$ cat config.mk
export PLATFORM = sky130hd
export DESIGN_NAME = fpau_top
export DESIGN_NICKNAME = d
export VERILOG_FILES = /design/src/verilog/fpau_pkg.sv /design/src/verilog/fpau_rf_if.sv /design/src/verilog/fpau_regfile.sv /design/src/verilog/fpau_top.sv
export VERILOG_INCLUDE_DIRS = /design/src /design/src/verilog
export SDC_FILE = /design/constraint.sdc
export NUM_CORES = 1
export LEC_CHECK = 0
export BUFFER_PORTS_ARGS = -buffer_cell sky130_fd_sc_hd__buf_2
export CAP_MARGIN = 20
export CORE_MARGIN = 1
export CORE_UTILIZATION = 40
export CTS_CLUSTER_SIZE = 30
export DETAILED_ROUTE_END_ITERATION = 16
export GPL_ROUTABILITY_DRIVEN = 0
export PLACE_DENSITY = 0.53
export SLEW_MARGIN = 20
export SYNTH_ARGS = -nofsm -noshare
export SYNTH_HDL_FRONTEND = slang
export SYNTH_HIERARCHICAL = 1
export SYNTH_SLANG_ARGS = --single-unit
$ cat constraint.sdc
create_clock -name i_sys_clk -period 7.75 [get_ports i_sys_clk]
set_input_delay 0.775 -clock i_sys_clk [delete_from_list [all_inputs] [get_ports i_sys_clk]]
set_output_delay 0.775 -clock i_sys_clk [all_outputs]
set_load 0.1 [all_outputs]
$ cat src/verilog/fpau_defs.svh
`ifndef FPAU_DEFS_SVH
`define FPAU_DEFS_SVH

// register bus byte offsets
`define FPAU_OFS_GPR0       8'h00
`define FPAU_OFS_STATUS     8'h20
`define FPAU_GPR_SPAN_HI    3'h0
`define FPAU_STAT_BUSY_BIT  8

// reset values
`define FPAU_CC_RESET       4'h0
`define FPAU_GPR_RESET      32'h0000_0000

// condition code bit positions (bit 3 is the first, leftmost bit)
`define FPAU_CC_EXC         3
`define FPAU_CC_POS         2
`define FPAU_CC_NEG         1
`define FPAU_CC_ZERO        0

// instruction fields; instruction bit n sits at vector bit 31-n
`define FPAU_OPC_HI         31
`define FPAU_OPC_LO         26
`define FPAU_RD_HI          25
`define FPAU_RD_LO          23
`define FPAU_RS_HI          22
`define FPAU_RS_LO          20
`define FPAU_AUG_HI         19
`define FPAU_AUG_LO         16
`define FPAU_X_HI           22
`define FPAU_X_LO           21
`define FPAU_IND_BIT        20
`define FPAU_F_BIT          19
`define FPAU_ADDR_HI        19
`define FPAU_ADDR_LO        0
`define FPAU_C_HI           1
`define FPAU_C_LO           0

// operation codes
`define FPAU_OP_ADD_MEM     6'h2e
`define FPAU_OP_REG_REG     6'h0e
`define FPAU_AUG_ADD        4'h0
`define FPAU_C_WORD         2'h0
`define FPAU_C_DOUBLE       2'h2

// operand extension
`define FPAU_BYTE_ZEROS     24
`define FPAU_HALF_SIGN      15

`endif

$ cat src/verilog/fpau_pkg.sv
`default_nettype none
package fpau_pkg;

	typedef enum logic [2:0] {
		FPAU_S_IDLE   = 3'b000,
		FPAU_S_RD_LO  = 3'b001,
		FPAU_S_CAP_LO = 3'b010,
		FPAU_S_RD_HI  = 3'b011,
		FPAU_S_CAP_HI = 3'b100,
		FPAU_S_WR_LO  = 3'b101,
		FPAU_S_WR_HI  = 3'b110
	} fpau_state_e_t;

	typedef enum logic [2:0] {
		FPAU_K_BYTE   = 3'b000,
		FPAU_K_HALF   = 3'b001,
		FPAU_K_WORD   = 3'b010,
		FPAU_K_DOUBLE = 3'b011,
		FPAU_K_REGREG = 3'b100
	} fpau_kind_e_t;

	typedef struct packed {
		fpau_state_e_t st;
		fpau_kind_e_t  kind;
		logic [2:0]    reg_r;
		logic [2:0]    reg_s;
		logic [31:0]   op_hi;
		logic [31:0]   op_lo;
		logic [31:0]   sum_lo;
		logic [31:0]   sum_hi;
		logic          carry;
		logic [3:0]    cc;
		logic          busy;
		logic          done;
		logic          illegal;
		logic [19:0]   oper_addr;
		logic          addr_direct;
		logic [31:0]   misc_rdata;
		logic          rd_gpr;
	} fpau_top_state_t;

endpackage
`default_nettype wire

$ cat src/verilog/fpau_rf_if.sv
`default_nettype none
interface fpau_rf_if #(
	parameter int WIDTH = 32,
	parameter int AW    = 3
);
	logic             rd_en;
	logic [AW-1:0]    rd_addr;
	logic [WIDTH-1:0] rd_data;
	logic             wr_en;
	logic [AW-1:0]    wr_addr;
	logic [WIDTH-1:0] wr_data;

	modport ctrl (
		output rd_en,
		output rd_addr,
		input  rd_data,
		output wr_en,
		output wr_addr,
		output wr_data
	);

	modport mem (
		input  rd_en,
		input  rd_addr,
		output rd_data,
		input  wr_en,
		input  wr_addr,
		input  wr_data
	);
endinterface
`default_nettype wire

$ cat src/verilog/fpau_regfile.sv
`default_nettype none
`include "fpau_defs.svh"
module fpau_regfile #(
	parameter int WIDTH = 32,
	parameter int DEPTH = 8,
	parameter int AW    = 3
) (
	input  wire logic i_sys_clk,
	input  wire logic i_rst_n,
	input  wire logic i_ce,
	fpau_rf_if.mem    rf
);
	typedef struct packed {
		logic [DEPTH-1:0][WIDTH-1:0] mem;
		logic [WIDTH-1:0]            rd_data;
	} fpau_rf_state_t;

	fpau_rf_state_t q;
	fpau_rf_state_t d;

	if (DEPTH != (1 << AW))
	begin : g_bad_depth
		$error("fpau_regfile: DEPTH must equal 2**AW");
	end

	// read returns the old word when read and write hit the same entry
	always_comb
	begin
		d = q;
		if (rf.rd_en)
		begin
			d.rd_data = q.mem[rf.rd_addr];
		end
		if (rf.wr_en)
		begin
			d.mem[rf.wr_addr] = rf.wr_data;
		end
	end

	always_ff @(posedge i_sys_clk or negedge i_rst_n)
	begin
		if (!i_rst_n)
		begin
			q <= '0;
		end
		else if (i_ce)
		begin
			q <= d;
		end
	end

	assign rf.rd_data = q.rd_data;
endmodule // fpau_regfile
`default_nettype wire

$ cat src/verilog/fpau_top.sv
// Overview of operation
// - register-to-register adds take the destination from bits 6-8 and the source from bits 9-11.
// - the opcode comes from bits 0-5 and, for register-to-register, the augmenting code from bits 12-15.
// - after an add the condition code shows greater, less or equal to zero and flags exceptions.
// - a four-bit condition code register is kept and forms the condition code part of the status word.
// - every operation the unit performs updates the condition code.
// - one binary adder serves signed and unsigned data; the flags read the result as two's complement.
// - byte, halfword, word and doubleword operands are supported.
// - a byte operand gets 24 zero bits on top, is added to register R and the sum goes back to R.
// - for byte, halfword and word adds the flags are exception, positive, negative and zero of the word.
// - a halfword operand has its sign bit copied into the upper 16 bits before the add into R.
// - a word operand is added whole to register R and the sum replaces R.
// - a doubleword add first adds R+1 to the low word, then R plus the carry to the high word.
// - the doubleword result goes to R (high) and R+1 (low), R+1 being the next register up, or register 0 when R is 7.
// - doubleword sign and zero flags are judged on the 64-bit pair, the first bit on exception.
// - the operand address is bits 12-31 when the index and indirect fields are both zero.
`default_nettype none
`include "fpau_defs.svh"
module fpau_top #(
	parameter int DATA_W   = 32,
	parameter int NUM_REGS = 8
) (
	input  wire logic        i_sys_clk,
	input  wire logic        i_rst_n,
	input  wire logic        i_ce,
	input  wire logic        i_start,
	input  wire logic [31:0] i_instr,
	input  wire logic [31:0] i_operand_hi,
	input  wire logic [31:0] i_operand_lo,
	input  wire logic [7:0]  i_reg_addr,
	input  wire logic [31:0] i_reg_wdata,
	input  wire logic        i_reg_wr,
	input  wire logic        i_reg_rd,
	output logic      [31:0] o_reg_rdata,
	output logic      [3:0]  o_cond_code,
	output logic             o_busy,
	output logic             o_done,
	output logic             o_illegal,
	output logic      [19:0] o_operand_addr,
	output logic             o_addr_direct
);
	fpau_pkg::fpau_top_state_t q;
	fpau_pkg::fpau_top_state_t d;

	fpau_rf_if #(.WIDTH(32), .AW(3)) rf ();

	fpau_regfile #(
		.WIDTH (32),
		.DEPTH (8),
		.AW    (3)
	) u_regfile (
		.i_sys_clk (i_sys_clk),
		.i_rst_n   (i_rst_n),
		.i_ce      (i_ce),
		.rf        (rf.mem)
	);

	if (DATA_W != 32)
	begin : g_bad_width
		$error("fpau_top: only a 32-bit datapath is supported");
	end
	if (NUM_REGS != 8)
	begin : g_bad_regs
		$error("fpau_top: register number fields are three bits wide");
	end

	logic        bus_gpr_hit;
	logic        bus_gpr_rd;
	logic        bus_gpr_wr;
	logic        bus_stat_hit;
	logic [5:0]  dec_opc;
	logic [3:0]  dec_aug;
	logic [1:0]  dec_c;
	logic [31:0] ext_byte;
	logic [31:0] ext_half;
	logic [31:0] add_a;
	logic [31:0] add_b;
	logic        add_cin;
	logic [32:0] sum33;
	logic [32:0] lo33;
	logic [31:0] res;
	logic        ovf;
	logic        res_neg;
	logic        res_zero;
	logic        fsm_rd_en;
	logic [2:0]  fsm_rd_addr;
	logic        fsm_wr_en;
	logic [2:0]  fsm_wr_addr;
	logic [31:0] fsm_wr_data;

	always_comb
	begin
		bus_gpr_hit  = (i_reg_addr[7:5] == `FPAU_GPR_SPAN_HI)
			&& (i_reg_addr[1:0] == 2'h0);
		bus_stat_hit = (i_reg_addr == `FPAU_OFS_STATUS);
		bus_gpr_rd   = i_reg_rd && bus_gpr_hit;
		bus_gpr_wr   = i_reg_wr && bus_gpr_hit;
		dec_opc      = i_instr[`FPAU_OPC_HI:`FPAU_OPC_LO];
		dec_aug      = i_instr[`FPAU_AUG_HI:`FPAU_AUG_LO];
		dec_c        = i_instr[`FPAU_C_HI:`FPAU_C_LO];
		ext_byte     = {{`FPAU_BYTE_ZEROS{1'b0}}, i_operand_lo[7:0]};
		ext_half     = {{16{i_operand_lo[`FPAU_HALF_SIGN]}},
			i_operand_lo[15:0]};
	end

	// the bus owns the register file ports when it asks; the sequence
	// simply holds its state one cycle, so software is never stalled
	always_comb
	begin
		fsm_rd_en   = 1'b0;
		fsm_rd_addr = q.reg_r;
		fsm_wr_en   = 1'b0;
		fsm_wr_addr = q.reg_r;
		fsm_wr_data = q.sum_hi;
		case (q.st)
			fpau_pkg::FPAU_S_RD_LO:
			begin
				fsm_rd_en = 1'b1;
				if (q.kind == fpau_pkg::FPAU_K_REGREG)
				begin
					fsm_rd_addr = q.reg_s;
				end
				else
				begin
					fsm_rd_addr = 3'(q.reg_r + 3'h1);
				end
			end
			fpau_pkg::FPAU_S_RD_HI:
			begin
				fsm_rd_en   = 1'b1;
				fsm_rd_addr = q.reg_r;
			end
			fpau_pkg::FPAU_S_WR_LO:
			begin
				fsm_wr_en   = 1'b1;
				fsm_wr_addr = 3'(q.reg_r + 3'h1);
				fsm_wr_data = q.sum_lo;
			end
			fpau_pkg::FPAU_S_WR_HI:
			begin
				fsm_wr_en = 1'b1;
			end
			default:
			begin
				fsm_rd_en = 1'b0;
			end
		endcase
	end

	always_comb
	begin
		rf.rd_en   = bus_gpr_rd || fsm_rd_en;
		rf.rd_addr = bus_gpr_rd ? i_reg_addr[4:2] : fsm_rd_addr;
		rf.wr_en   = bus_gpr_wr || fsm_wr_en;
		rf.wr_addr = bus_gpr_wr ? i_reg_addr[4:2] : fsm_wr_addr;
		rf.wr_data = bus_gpr_wr ? i_reg_wdata : fsm_wr_data;
	end

	// one adder for every size and sign but the low word of a double,
	// which lo33 adds; the high word takes the low-word carry in
	always_comb
	begin
		add_a = rf.rd_data;
		if (q.kind == fpau_pkg::FPAU_K_DOUBLE)
		begin
			add_b   = q.op_hi;
			add_cin = q.carry;
		end
		else
		begin
			add_b   = q.op_lo;
			add_cin = 1'b0;
		end
		sum33    = {1'b0, add_a} + {1'b0, add_b} + {32'h0, add_cin};
		lo33     = {1'b0, rf.rd_data} + {1'b0, q.op_lo};
		res      = sum33[31:0];
		ovf      = (add_a[31] == add_b[31]) && (res[31] != add_a[31]);
		res_neg  = res[31];
		if (q.kind == fpau_pkg::FPAU_K_DOUBLE)
		begin
			res_zero = (res == 32'h0) && (q.sum_lo == 32'h0);
		end
		else
		begin
			res_zero = (res == 32'h0);
		end
	end

	always_comb
	begin
		d         = q;
		d.done    = 1'b0;
		d.rd_gpr  = bus_gpr_rd;
		if (i_reg_rd)
		begin
			d.misc_rdata = 32'h0;
			if (bus_stat_hit)
			begin
				d.misc_rdata[3:0] = q.cc;
				d.misc_rdata[`FPAU_STAT_BUSY_BIT] = q.busy;
			end
		end
		if (i_reg_wr && bus_stat_hit)
		begin
			d.cc = i_reg_wdata[3:0];
		end
		case (q.st)
			fpau_pkg::FPAU_S_IDLE:
			begin
				if (i_start)
				begin
					d.illegal = 1'b0;
					d.carry   = 1'b0;
					d.reg_r   = i_instr[`FPAU_RD_HI:`FPAU_RD_LO];
					d.reg_s   = i_instr[`FPAU_RS_HI:`FPAU_RS_LO];
					d.oper_addr = i_instr[`FPAU_ADDR_HI:`FPAU_ADDR_LO];
					d.addr_direct = (i_instr[`FPAU_X_HI:`FPAU_X_LO] == 2'h0)
						&& !i_instr[`FPAU_IND_BIT];
					d.op_hi = i_operand_hi;
					d.op_lo = i_operand_lo;
					if (dec_opc == `FPAU_OP_ADD_MEM)
					begin
						d.busy = 1'b1;
						d.st   = fpau_pkg::FPAU_S_RD_HI;
						if (i_instr[`FPAU_F_BIT])
						begin
							d.kind  = fpau_pkg::FPAU_K_BYTE;
							d.op_lo = ext_byte;
						end
						else if (dec_c[0])
						begin
							d.kind  = fpau_pkg::FPAU_K_HALF;
							d.op_lo = ext_half;
						end
						else if (dec_c == `FPAU_C_DOUBLE)
						begin
							d.kind = fpau_pkg::FPAU_K_DOUBLE;
							d.st   = fpau_pkg::FPAU_S_RD_LO;
						end
						else
						begin
							d.kind = fpau_pkg::FPAU_K_WORD;
						end
					end
					else if ((dec_opc == `FPAU_OP_REG_REG)
						&& (dec_aug == `FPAU_AUG_ADD))
					begin
						d.busy = 1'b1;
						d.kind = fpau_pkg::FPAU_K_REGREG;
						d.st   = fpau_pkg::FPAU_S_RD_LO;
					end
					else
					begin
						// not an add this unit performs: condition code kept
						d.illegal = 1'b1;
						d.done    = 1'b1;
					end
				end
			end
			fpau_pkg::FPAU_S_RD_LO:
			begin
				if (!bus_gpr_rd)
				begin
					d.st = fpau_pkg::FPAU_S_CAP_LO;
				end
			end
			fpau_pkg::FPAU_S_CAP_LO:
			begin
				if (q.kind == fpau_pkg::FPAU_K_REGREG)
				begin
					d.op_lo = rf.rd_data;
				end
				else
				begin
					d.sum_lo = lo33[31:0];
					d.carry  = lo33[32];
				end
				d.st = fpau_pkg::FPAU_S_RD_HI;
			end
			fpau_pkg::FPAU_S_RD_HI:
			begin
				if (!bus_gpr_rd)
				begin
					d.st = fpau_pkg::FPAU_S_CAP_HI;
				end
			end
			fpau_pkg::FPAU_S_CAP_HI:
			begin
				d.sum_hi = res;
				d.cc[`FPAU_CC_EXC]  = ovf;
				d.cc[`FPAU_CC_POS]  = !res_neg && !res_zero;
				d.cc[`FPAU_CC_NEG]  = res_neg;
				d.cc[`FPAU_CC_ZERO] = res_zero;
				if (q.kind == fpau_pkg::FPAU_K_DOUBLE)
				begin
					d.st = fpau_pkg::FPAU_S_WR_LO;
				end
				else
				begin
					d.st = fpau_pkg::FPAU_S_WR_HI;
				end
			end
			fpau_pkg::FPAU_S_WR_LO:
			begin
				if (!bus_gpr_wr)
				begin
					d.st = fpau_pkg::FPAU_S_WR_HI;
				end
			end
			fpau_pkg::FPAU_S_WR_HI:
			begin
				if (!bus_gpr_wr)
				begin
					d.busy = 1'b0;
					d.done = 1'b1;
					d.st   = fpau_pkg::FPAU_S_IDLE;
				end
			end
			default:
			begin
				d.st   = fpau_pkg::FPAU_S_IDLE;
				d.busy = 1'b0;
			end
		endcase
		// flags computed from the adder win over a software write of
		// the same cycle, so no result is lost
		if (q.st == fpau_pkg::FPAU_S_CAP_HI)
		begin
			d.cc[`FPAU_CC_EXC] = ovf;
		end
	end

	always_ff @(posedge i_sys_clk or negedge i_rst_n)
	begin
		if (!i_rst_n)
		begin
			q    <= '0;
			q.st <= fpau_pkg::FPAU_S_IDLE;
			q.cc <= `FPAU_CC_RESET;
		end
		else if (i_ce)
		begin
			q <= d;
		end
	end

	// register file data is itself a flop; only the select is muxed
	assign o_reg_rdata    = q.rd_gpr ? rf.rd_data : q.misc_rdata;
	assign o_cond_code    = q.cc;
	assign o_busy         = q.busy;
	assign o_done         = q.done;
	assign o_illegal      = q.illegal;
	assign o_operand_addr = q.oper_addr;
	assign o_addr_direct  = q.addr_direct;
endmodule // fpau_top
`default_nettype wire

Word-level counts from Yosys, hierarchy flattened
Cells that the tools add are included.
Storage, ports and cells
  memory bits (read-only): 0
  RAM bits: 0
  memories kept: 0
  register bits after elaboration: 463
  logic and storage cells: 151
  bits in latches: 0
  input port bits: 142
  output and inout port bits: 60
Operators by class
  magnitude comparators: 3
  multiplexer cells: 54
  reductions and logical operators: 40
  shift operators: 0
  $add $sub $neg: 4
  equal/unequal tests: 22
  bitwise operators: 2
  $mul: 0
  divide/modulo/power cells: 0
Operators by type and width (number)
  $mux 32: 10
  $bwmux 256: 1
  $bmux 32 s3: 1
  $demux 32 s3: 1
  $mux 76: 1
  $logic_not 32->1: 2
  $pmux 32 s2: 1
  $add 32x32->33: 1
  $add 32x1->32: 1
  $add 32x32->32: 1
  $mux 3: 10
  $mux 24: 1
  $pmux 3 s7: 1
  $mux 2: 8
  $ne 2x2->1 const B: 7
  $eq 3x3->1 const B: 4
  $mux 4: 3
  $mux 6: 2
  $reduce_and 4->1: 3
  $mux 1: 11
  $logic_and 1x1->1: 10
  $reduce_and 2->1: 5
  $eq 3x2->1 const B: 3
  $eq 8x6->1 const B: 1
  24 further kinds: 36

Longest topological paths before layout
Gate-level depths: netlist of the first run.
  depth in word-level cells: 11
  depth in mapped cells: 18
  depth with buffers taken out: 16

Hierarchy
Netlist of the first run, hierarchy kept.
By module, submodules not included
  fpau_regfile: cells an instance 909, sequential area each 7206.9 um2, instances 1, area each 12944.9 um2
  fpau_top: cells an instance 1525, sequential area each 4379.2 um2, instances 1, area each 12060.3 um2

Least setup slack after synthesis of the first run
No wires, ideal clock.
  path kind: flip-flop to flip-flop
  start point: register, netlist name q[198]
  end point: register q, in the netlist o_cond_code[0]
  arrival: 3974 ps
  required time: 7630 ps
  clock period less this slack: 4093 ps
  library setup time: 120 ps
  path slack: 3657 ps
  stages on the path, launching flop included: 18
  path buffers: 2
  cell sequence: dfrtp_1 inv_1 and3_1 clkbuf_1 clkbuf_1 nand2_1 fa_1 fa_1 nor2b_1 o31a_1 o211ai_2 a211o_1 a221o_1 a21boi_0 o31ai_1 and3_1 and4_4 a31o_1
RTL lines
  end: declaration: RTL line fpau_top.sv:42  | fpau_pkg::fpau_top_state_t q;

==> impl.org, run 1 <==
** Run status
- The flow ran to the end, and the final reports show no timing, DRC or antenna violations.

** Global routing
- Global-route wire length before repair :: 114,300 um
- Remaining global-route overflow :: 0
- Maximum number of pins on one net before global-route repair :: 181
- The number of antenna violations at the first check in global routing is 1.
- The number of global-route vias before repair is 18.84k.
- For this run, the total global-route usage over all layers was measured as 0.2344.

** Clocking
- Post-CTS Resized :: 0
- CTS tree :: built
- After clock tree synthesis, the flow added hold-fix buffers numbering 0.
- Clock latency on the worst-skew pair :: 0.60 ns
- Once the clock tree was built, the setup fixing pass inserted 0 buffers.
- Clock tree synthesis inserted a total of 51 buffers.
- The clock drives 463 sinks.
- Clock transition at path regs :: 0.06 ns
- The tree is rooted in a sky130_fd_sc_hd__clkbuf_16.
- The H-tree was split into 2 levels.
- The clock passes through at most 3 buffers.

** Worst setup path
- At the worst endpoint, the arrival time is 5.06 ns.
- Worst Path Max Fanout :: 34
- Worst EP required :: 8.23 ns
- The worst register-to-register path begins at q[198].
- The worst setup path is launched from a flip-flop.
- Slack of the worst reg-to-reg path :: 3.18 ns
- Number of cells traversed by the worst register-to-register path :: 16
- Endpoint class of the critical path :: flip-flop
- In this run the critical register-to-register path is captured at o_cond_code[0].
- In this run the worst setup path begins at q[198].
- The worst setup path is of the flip-flop to flip-flop kind.

** Synthesis
- In this run, distinct cell masters in the synthesized netlist total 76.
- Post-synth top area cell :: sky130_fd_sc_hd__dfrtp_1
- By area the synthesized netlist is led by sky130_fd_sc_hd__dfrtp_1, sky130_fd_sc_hd__mux2_2, sky130_fd_sc_hd__nand2_1.
- The number of nets handed over by synthesis was 2,642.
- After synthesis, the mean cell area works out to 10.27 um2.
- Post-Syn Area :: 25,010 um2
- Proportion of synthesized flip-flops having asynchronous set or reset :: 1.000
- Flops & latches, synth :: 463
- The commonest cells after synthesis are sky130_fd_sc_hd__dfrtp_1, sky130_fd_sc_hd__nand2_1, sky130_fd_sc_hd__mux2_2.
- In this run, synthesis inferred 0 flip-flops with an integrated enable.
- During synthesis, Yosys emitted a total of 6 warnings.
- Cell count after synthesis :: 2,434
- Synth Flop Type :: sky130_fd_sc_hd__dfrtp_1
- Post-synth top area share :: 0.4633
- In the post-synthesis netlist, the cell with the most instances is sky130_fd_sc_hd__dfrtp_1.
- For this run, the register share of the synthesized area comes to 0.4633.

** STA
- Clock skew on the completed layout was measured at 0.009788 ns.
- Based on the critical path, the design can be clocked at up to 218.7 MHz.
- Setup repair after global routing left no endpoint under its margin.
- Count of pins over their slew limit :: 0
- At the pin with the least slew margin, the transition time is 1.162 ns.
- Hold violation total from the final report :: 0
- Worst slew margin relative to its limit :: 0.2254
- Total Negative Setup Slacks :: 0 ns
- # setup viols final :: 0
- Post-route minimum period :: 4.572 ns
- Final Cycle Share :: 0.5900
- Worst-case setup margin in the final layout :: 3.178 ns

** Die
- The core region is 61,710 um2.
- Effective utilization at floorplan :: 0.4052
- Boundary pin count :: 202
- The floorplan has 91 rows.
- Horizontal extent of the die :: 252.0 um
- The die covers 63,520 um2.
- In this run the vertical extent of the chip is 252.0 um.

** Cells and area
- The multi-input combinational cells in the finished layout cover a total of 12,420 um2.
- # nets final :: 2,738
- Share of post-route cells with drive strength above 1 :: 0.2621
- The filler cells instantiated in the layout total 5,825.
- Area occupied by registers :: 11,590 um2
- Area growth from synthesis to layout :: 12.27%
- The repair_antennas step left the layout with diodes totalling 0.

** Power
- For this design the static power due to leakage is 13.80 nW.
- Of the total power, the clock network draws 0.196.
- Sequential power share :: 0.336
- Of the total power, the share spent switching nets is 0.4348.
- Cell-internal power :: 0.006811 W
- The worst-case IR drop observed on VDD is 0.3849 mV.
- In this run the power spent charging and discharging nets is 0.005239 W.
- Total power divided by cell area :: 429.2 nW/um2
- Combinational Power Share :: 0.468

** Detailed routing
- In this run, the number of DRC markers left after iteration 0 of detailed routing was 1,376.
- Across all layers, the routed design uses 18.82k vias.
- Initial DRT Pass Iterations :: 5
- Wires add up to 74,250 um.
- Drt drc :: 0
- Detailed-route wire length per cell :: 21.83 um
- In the routed layout, each cell is associated on average with a via count of 5.533.
- Number of nets still failing antenna checks after routing :: 0

** Job
- Number of maximum-capacitance violations :: 0

** Placement
- Timing analysis after detailed placement gives a worst setup slack of 3.211 ns.
- During placement, the flow inserted port buffers numbering 201.
- Placed wire-length estimate after detailed placement :: 51,170 um

** Worst hold path
- Classification of the worst-slack hold path :: input pin to async pin
[through the flow]
stage | std cells | power [W] | hold slack (ns) | utilization | area, um2
after floorplan | 2434 | 0.008050 | 0.4404 | - | 25010
after global placement | 3312 | 0.009554 | 0.4544 | 0.4275 | 26380
after detailed placement | 3313 | 0.009658 | 0.4618 | 0.4279 | 26410
after CTS | 3400 | 0.01209 | 0.2728 | 0.4542 | 28030
after global routing | 3401 | 0.01277 | 0.2991 | 0.4549 | 28070
final | 3401 | 0.01205 | 0.2158 | 0.4549 | 28070
[state kept, by name, indices dropped and copies added (netlist names)]
signal                cells
u_regfile/q             256
q                       147
u_regfile/rf.rd_data     32
o_operand_addr           20
o_cond_code               4
o_addr_direct             1
o_busy                    1
o_done                    1
o_illegal                 1
[worst max path at each step]
stage / endpoint / slack [ns] / depth (start not counted)
floorplan: o_cond_code[0] / 3.66 / 17
global placement: o_cond_code[0] / 3.34 / 16
detailed placement: o_cond_code[0] / 3.21 / 16
CTS: o_cond_code[0] / 3.21 / 16
global route: o_cond_code[0] / 2.93 / 16
finish: o_cond_code[0] / 3.18 / 16
[routing by layer]
layer | vias up | global-route usage | routed length (um)
li1 | 8728 | - | -
met1 | 9422 | 0.3331 | 34700
met2 | 537 | 0.3663 | 33420
met3 | 130 | 0.03209 | 3669
met4 | 0 | 0.07983 | 2464
met5 | - | 0 | 0
[critical path, cell delays in order (launching register included)]
cell and delay [ns]:
sky130_fd_sc_hd__dfrtp_1 0.37, sky130_fd_sc_hd__inv_1 0.12, sky130_fd_sc_hd__and3_1 0.17, sky130_fd_sc_hd__buf_4 0.36
sky130_fd_sc_hd__nand2_1 0.13, sky130_fd_sc_hd__fa_1 0.45, sky130_fd_sc_hd__fa_1 0.44, sky130_fd_sc_hd__nor2b_1 0.17
sky130_fd_sc_hd__o31a_1 0.24, sky130_fd_sc_hd__o211ai_2 0.20, sky130_fd_sc_hd__a211o_1 0.36, sky130_fd_sc_hd__a221o_1 0.39
sky130_fd_sc_hd__a21boi_0 0.26, sky130_fd_sc_hd__o31ai_1 0.11, sky130_fd_sc_hd__and3_1 0.25, sky130_fd_sc_hd__and4_4 0.22
sky130_fd_sc_hd__a31o_1 0.21
[cell families after synthesis]
kind of cell	share of synthesized area
simple gates	0.1216
compound gates	0.1238
flops	0.4633
mux	0.1939
buf+inv	0.04413
fa+ha+maj	0.03393
xor+xnor	0.01921
[power groups by stage]
stage	clock network, W	logic [W]	registers [W]
after floorplan	0	0.00432	0.00373
after global placement	0	0.00551	0.00404
after detailed placement	0	0.00559	0.00407
after CTS	0.00244	0.00561	0.00404
after global routing	0.00252	0.00610	0.00415
final	0.00236	0.00564	0.00405
[cells in the final DEF (no fill, tap or decap), types with 34 or more instances in the layout]
| master | count |
|---|---|
| sky130_fd_sc_hd__dfrtp_1 | 463 |
| sky130_fd_sc_hd__nand2_1 | 441 |
| sky130_fd_sc_hd__mux2_2 | 332 |
| sky130_fd_sc_hd__buf_2 | 200 |
| sky130_fd_sc_hd__a21oi_1 | 136 |
| sky130_fd_sc_hd__o21ai_0 | 132 |
| sky130_fd_sc_hd__mux2i_1 | 105 |
| sky130_fd_sc_hd__nor2_1 | 100 |
| sky130_fd_sc_hd__ha_1 | 63 |
| sky130_fd_sc_hd__clkbuf_16 | 51 |
| sky130_fd_sc_hd__o31ai_1 | 39 |
| sky130_fd_sc_hd__a22o_1 | 38 |
| sky130_fd_sc_hd__o22ai_1 | 34 |
[cell type report]
cell class / count / share of cell area
well taps: 837 / 0.03730
multi-input cells: 1760 / 0.4424
flip-flops and latches: 463 / 0.4127
repair buffers: 229 / 0.04644
inverters: 25 / 0.003343
clock buffers: 79 / 0.05455
clock inverters: 8 / 0.003298
Power figures use the tool's default switching activity.
==> inputs of run 2 (changes only) <==
--- a/config.mk
+++ b/config.mk
@@ -13,7 +13,7 @@
 export CTS_CLUSTER_SIZE = 30
 export DETAILED_ROUTE_END_ITERATION = 16
 export GPL_ROUTABILITY_DRIVEN = 0
-export PLACE_DENSITY = 0.53
+export PLACE_DENSITY = 0.55
 export SLEW_MARGIN = 20
 export SYNTH_ARGS = -nofsm -noshare
 export SYNTH_HDL_FRONTEND = slang
==> constraint.sdc (replaced) <==
create_clock -name i_sys_clk -period 3.8 [get_ports i_sys_clk]
set_input_delay 0.38 -clock i_sys_clk [delete_from_list [all_inputs] [get_ports i_sys_clk]]
set_output_delay 0.38 -clock i_sys_clk [all_outputs]
set_load 0.1 [all_outputs]
==> run 2 against run 1 <==
Net effect:
- non-clock buffer count is 147 higher
- routed wire length is 3.9% higher
- combinational power is 120% higher
- critical path depth is 2 lower
- highest routed layer is now met5
- final cell count is 4.4% higher
- fmax is 21% higher
- power is 110% higher
- largest power group unchanged
- die area stayed put
- clock power is 110% higher
- via count is 2.8% higher
==> impl.org, run 2 (same netlist as run 1, synthesis figures left out) <==
** Run status
- Status :: finished clean

** Clocking
- The number of buffers added by the clock tree synthesis step came to 50 (-2.0%).
- The tree is rooted in a sky130_fd_sc_hd__clkbuf_16.
- CTS sink count :: 463 (unchanged)
- H-tree depth :: 2 (unchanged)
- Clock latency on the worst-skew pair :: 0.61 ns (about the same)
- TritonCTS built the clock tree.
- Clock transition at path regs :: 0.06 ns (about the same)
- The number of buffers between clock root and the deepest sink came to 3 (unchanged).

** STA
- RSZ-0062 raised after global routing :: yes
- Minimum hold slack :: 0.03758 ns (-0.1782 ns)
- The hold violation count in the final report was 0 (unchanged).
- # setup viols final :: 0 (unchanged)
- Post-route minimum period :: 3.767 ns (-0.8053 ns)
- Worst-case clock skew :: 0.02894 ns (+0.01915 ns)
- The max-slew violation total from the final report came to 0 (unchanged).
- The maximum clock frequency was 265.5 MHz (+21%).
- Final Cycle Share :: 0.9913 (+0.4014)
- Worst-case setup margin in the final layout :: 0.03290 ns (-3.145 ns)
- Worst slew margin relative to its limit :: 0.4064 (+0.1810)
- Slew of the pin with the lowest slew margin :: 0.8904 ns (-0.2715 ns)

** Global routing
- Vias in the first global route :: 19.67k (+4.4%)
- The global-route wire length before repair came to 117,800 um (+3.0%).
- Tot GR Track Use :: 0.2426 (+0.008229)
- The number of antenna violations at the first check in global routing was 1 (unchanged).
- The residual overflow from global routing came to 0 (unchanged).
- The maximum number of pins on one net before global-route repair was 101 (-44%).

** Detailed routing
- The met3 routed wirelength came to 4150 um (+13%).
- Average via count per standard cell :: 5.444 (-1.6%)
- Drt drc :: 0 (unchanged)
- Detailed-route wire length per cell :: 21.71 um (-0.55%)
- M1 WL :: 34,960 um (+0.74%)
- Metal2 WL :: 35,710 um (+6.9%)
- Initial DRC Count :: 1,608 (+17%)
- Initial DRT Pass Iterations :: 5 (unchanged)
- The highest metal layer carrying signal wires in the routed design is met5.
- Routed wire length :: 77,130 um (+3.9%)
- The via count is 19.34k (+2.8%).
- Number of nets still failing antenna checks after routing :: 0 (unchanged)

** Cells and area
- Antenna cell count :: 0 (unchanged)
- The number of flip-flops in the largest register was 256 (unchanged).
- The final standard cell count with taps included and fillers excluded was 3,552 (+4.4%).
- Final-layout fill cell count :: 5,743 (-1.4%)
- The register with the most flip-flops in the final layout is u_regfile/q.
- # nets final :: 2,884 (+5.3%)
- The register cell area after layout was 11,590 um2 (unchanged).
- The core occupancy in the finished layout is 0.4793 (+0.02437).
- Total area of multi-input combinational cells :: 12,530 um2 (+0.90%)
- Most common cell after layout, fill and taps aside :: sky130_fd_sc_hd__dfrtp_1
- The top cell types in the final layout, fill and taps aside, are sky130_fd_sc_hd__dfrtp_1, sky130_fd_sc_hd__nand2_1, sky130_fd_sc_hd__mux2_2, sky130_fd_sc_hd__buf_2, sky130_fd_sc_hd__a21oi_1.
- Area growth from synthesis to layout :: 18.28%
- Share of post-route cells with drive strength above 1 :: 0.2913 (+0.02925)

** Placement
- Placed wire-length estimate after detailed placement :: 53,830 um (+5.2%)
- The number of port buffers came to 201 (unchanged).
- Placed Cells incl. Taps :: 3,402 (+2.7%)
- Post-placement worst setup slack :: -0.09570 ns (-3.306 ns)

** Worst hold path
- The worst hold path belongs to the class input pin to flip-flop.

** Power
- The worst ir drop on vdd is 0.4568 mV (+19%).
- The static leakage was 14.54 nW (+5.3%).
- Total power divided by cell area :: 864.1 nW/um2 (+100%)

** Die
- The I/O pin count was 202 (unchanged).
- The die outline width was 252.0 um (unchanged).
- Rows :: 91 (unchanged)
- Placeable core region :: 61,710 um2 (unchanged)
- The die area came to 63,520 um2 (unchanged).
- Effective utilization at floorplan :: 0.4052 (unchanged)
- Height of the die :: 252.0 um (unchanged)

** Worst setup path
- The worst setup path is launched from a flip-flop.
- STA classifies the critical path endpoint as a flip-flop.
- The critical path is of the flip-flop to flip-flop type.
- The highest net fanout along the worst path is 5 (-85%).
- Arrival time worst endpoint :: 4.31 ns (-0.75 ns)
- The required time reported for the critical path endpoint was 4.35 ns (-3.88 ns).

** Job
- The max-capacitance violation count is 0 (unchanged).
## run 2: what timing repair did
item                                    CTS  global route
buffers inserted                          0             2
hold buffers                             56             0
endpoints found under the setup margin    3             3
resized for setup                         6            18
pin swaps                                 7            12
endpoints found under the hold margin   148             0
## run 2: power by group
part | switching [W] | internal (W)
logic | 0.00747 | 0.00507
registers | 0.00147 | 0.00672
clock network | 0.00208 | 0.00276
## run 2: path summary, 6_finish.rpt
path / start / end / slack [ns] / depth (start not counted)
max: q[196] / o_cond_code[0] / 0.03 / 14
min: i_instr[16] / o_operand_addr[16] / 0.04 / 3
max reg2reg: q[196] / o_cond_code[0] / 0.03 / 14
min reg2reg: o_operand_addr[6] / o_operand_addr[6] / 0.47 / 2
max in group asynchronous: i_rst_n / u_regfile/q[235] / 2.35 / 3
min in group asynchronous: i_rst_n / o_operand_addr[15] / 0.44 / 2
## run 2: critical path: stages, from the launching register on
cell and delay [ns]:
sky130_fd_sc_hd__dfrtp_1 0.38, sky130_fd_sc_hd__and3_4 0.21, sky130_fd_sc_hd__mux2i_2 0.16, sky130_fd_sc_hd__fa_2 0.37
sky130_fd_sc_hd__fa_2 0.37, sky130_fd_sc_hd__nor2b_2 0.13, sky130_fd_sc_hd__o31a_1 0.20, sky130_fd_sc_hd__o211ai_2 0.15
sky130_fd_sc_hd__a211o_1 0.34, sky130_fd_sc_hd__a221o_1 0.42, sky130_fd_sc_hd__a21oi_2 0.21, sky130_fd_sc_hd__xnor2_2 0.15
sky130_fd_sc_hd__and3_4 0.21, sky130_fd_sc_hd__and4_4 0.25, sky130_fd_sc_hd__a31o_1 0.15
## run 2: routing by layer
| layer | GRT usage | vias up |
|---|---|---|
| li1 | - | 9008 |
| met1 | 0.3343 | 9640 |
| met2 | 0.3966 | 571 |
| met3 | 0.03291 | 116 |
| met4 | 0.07169 | 2 |
| met5 | 0 | - |
## run 2: through the flow
| step | setup TNS, ns | area, um2 | total power (W) |
|---|---|---|---|
| floorplan | 0 | 25020 | 0.01642 |
| global placement | -0.06815 | 27240 | 0.02015 |
| detailed placement | -0.1576 | 27240 | 0.02039 |
| CTS | 0 | 29450 | 0.02540 |
| global route | -0.1567 | 29580 | 0.02702 |
| finish | 0 | 29580 | 0.02556 |
## run 2: final cells by class
cell class,count,share of cell area
multi-input combinational,1760,0.4236
tap,837,0.03541
clock inverter,18,0.005330
clock buffer,73,0.04962
timing repair buffer,376,0.09112
inverter,25,0.003173
sequential,463,0.3917
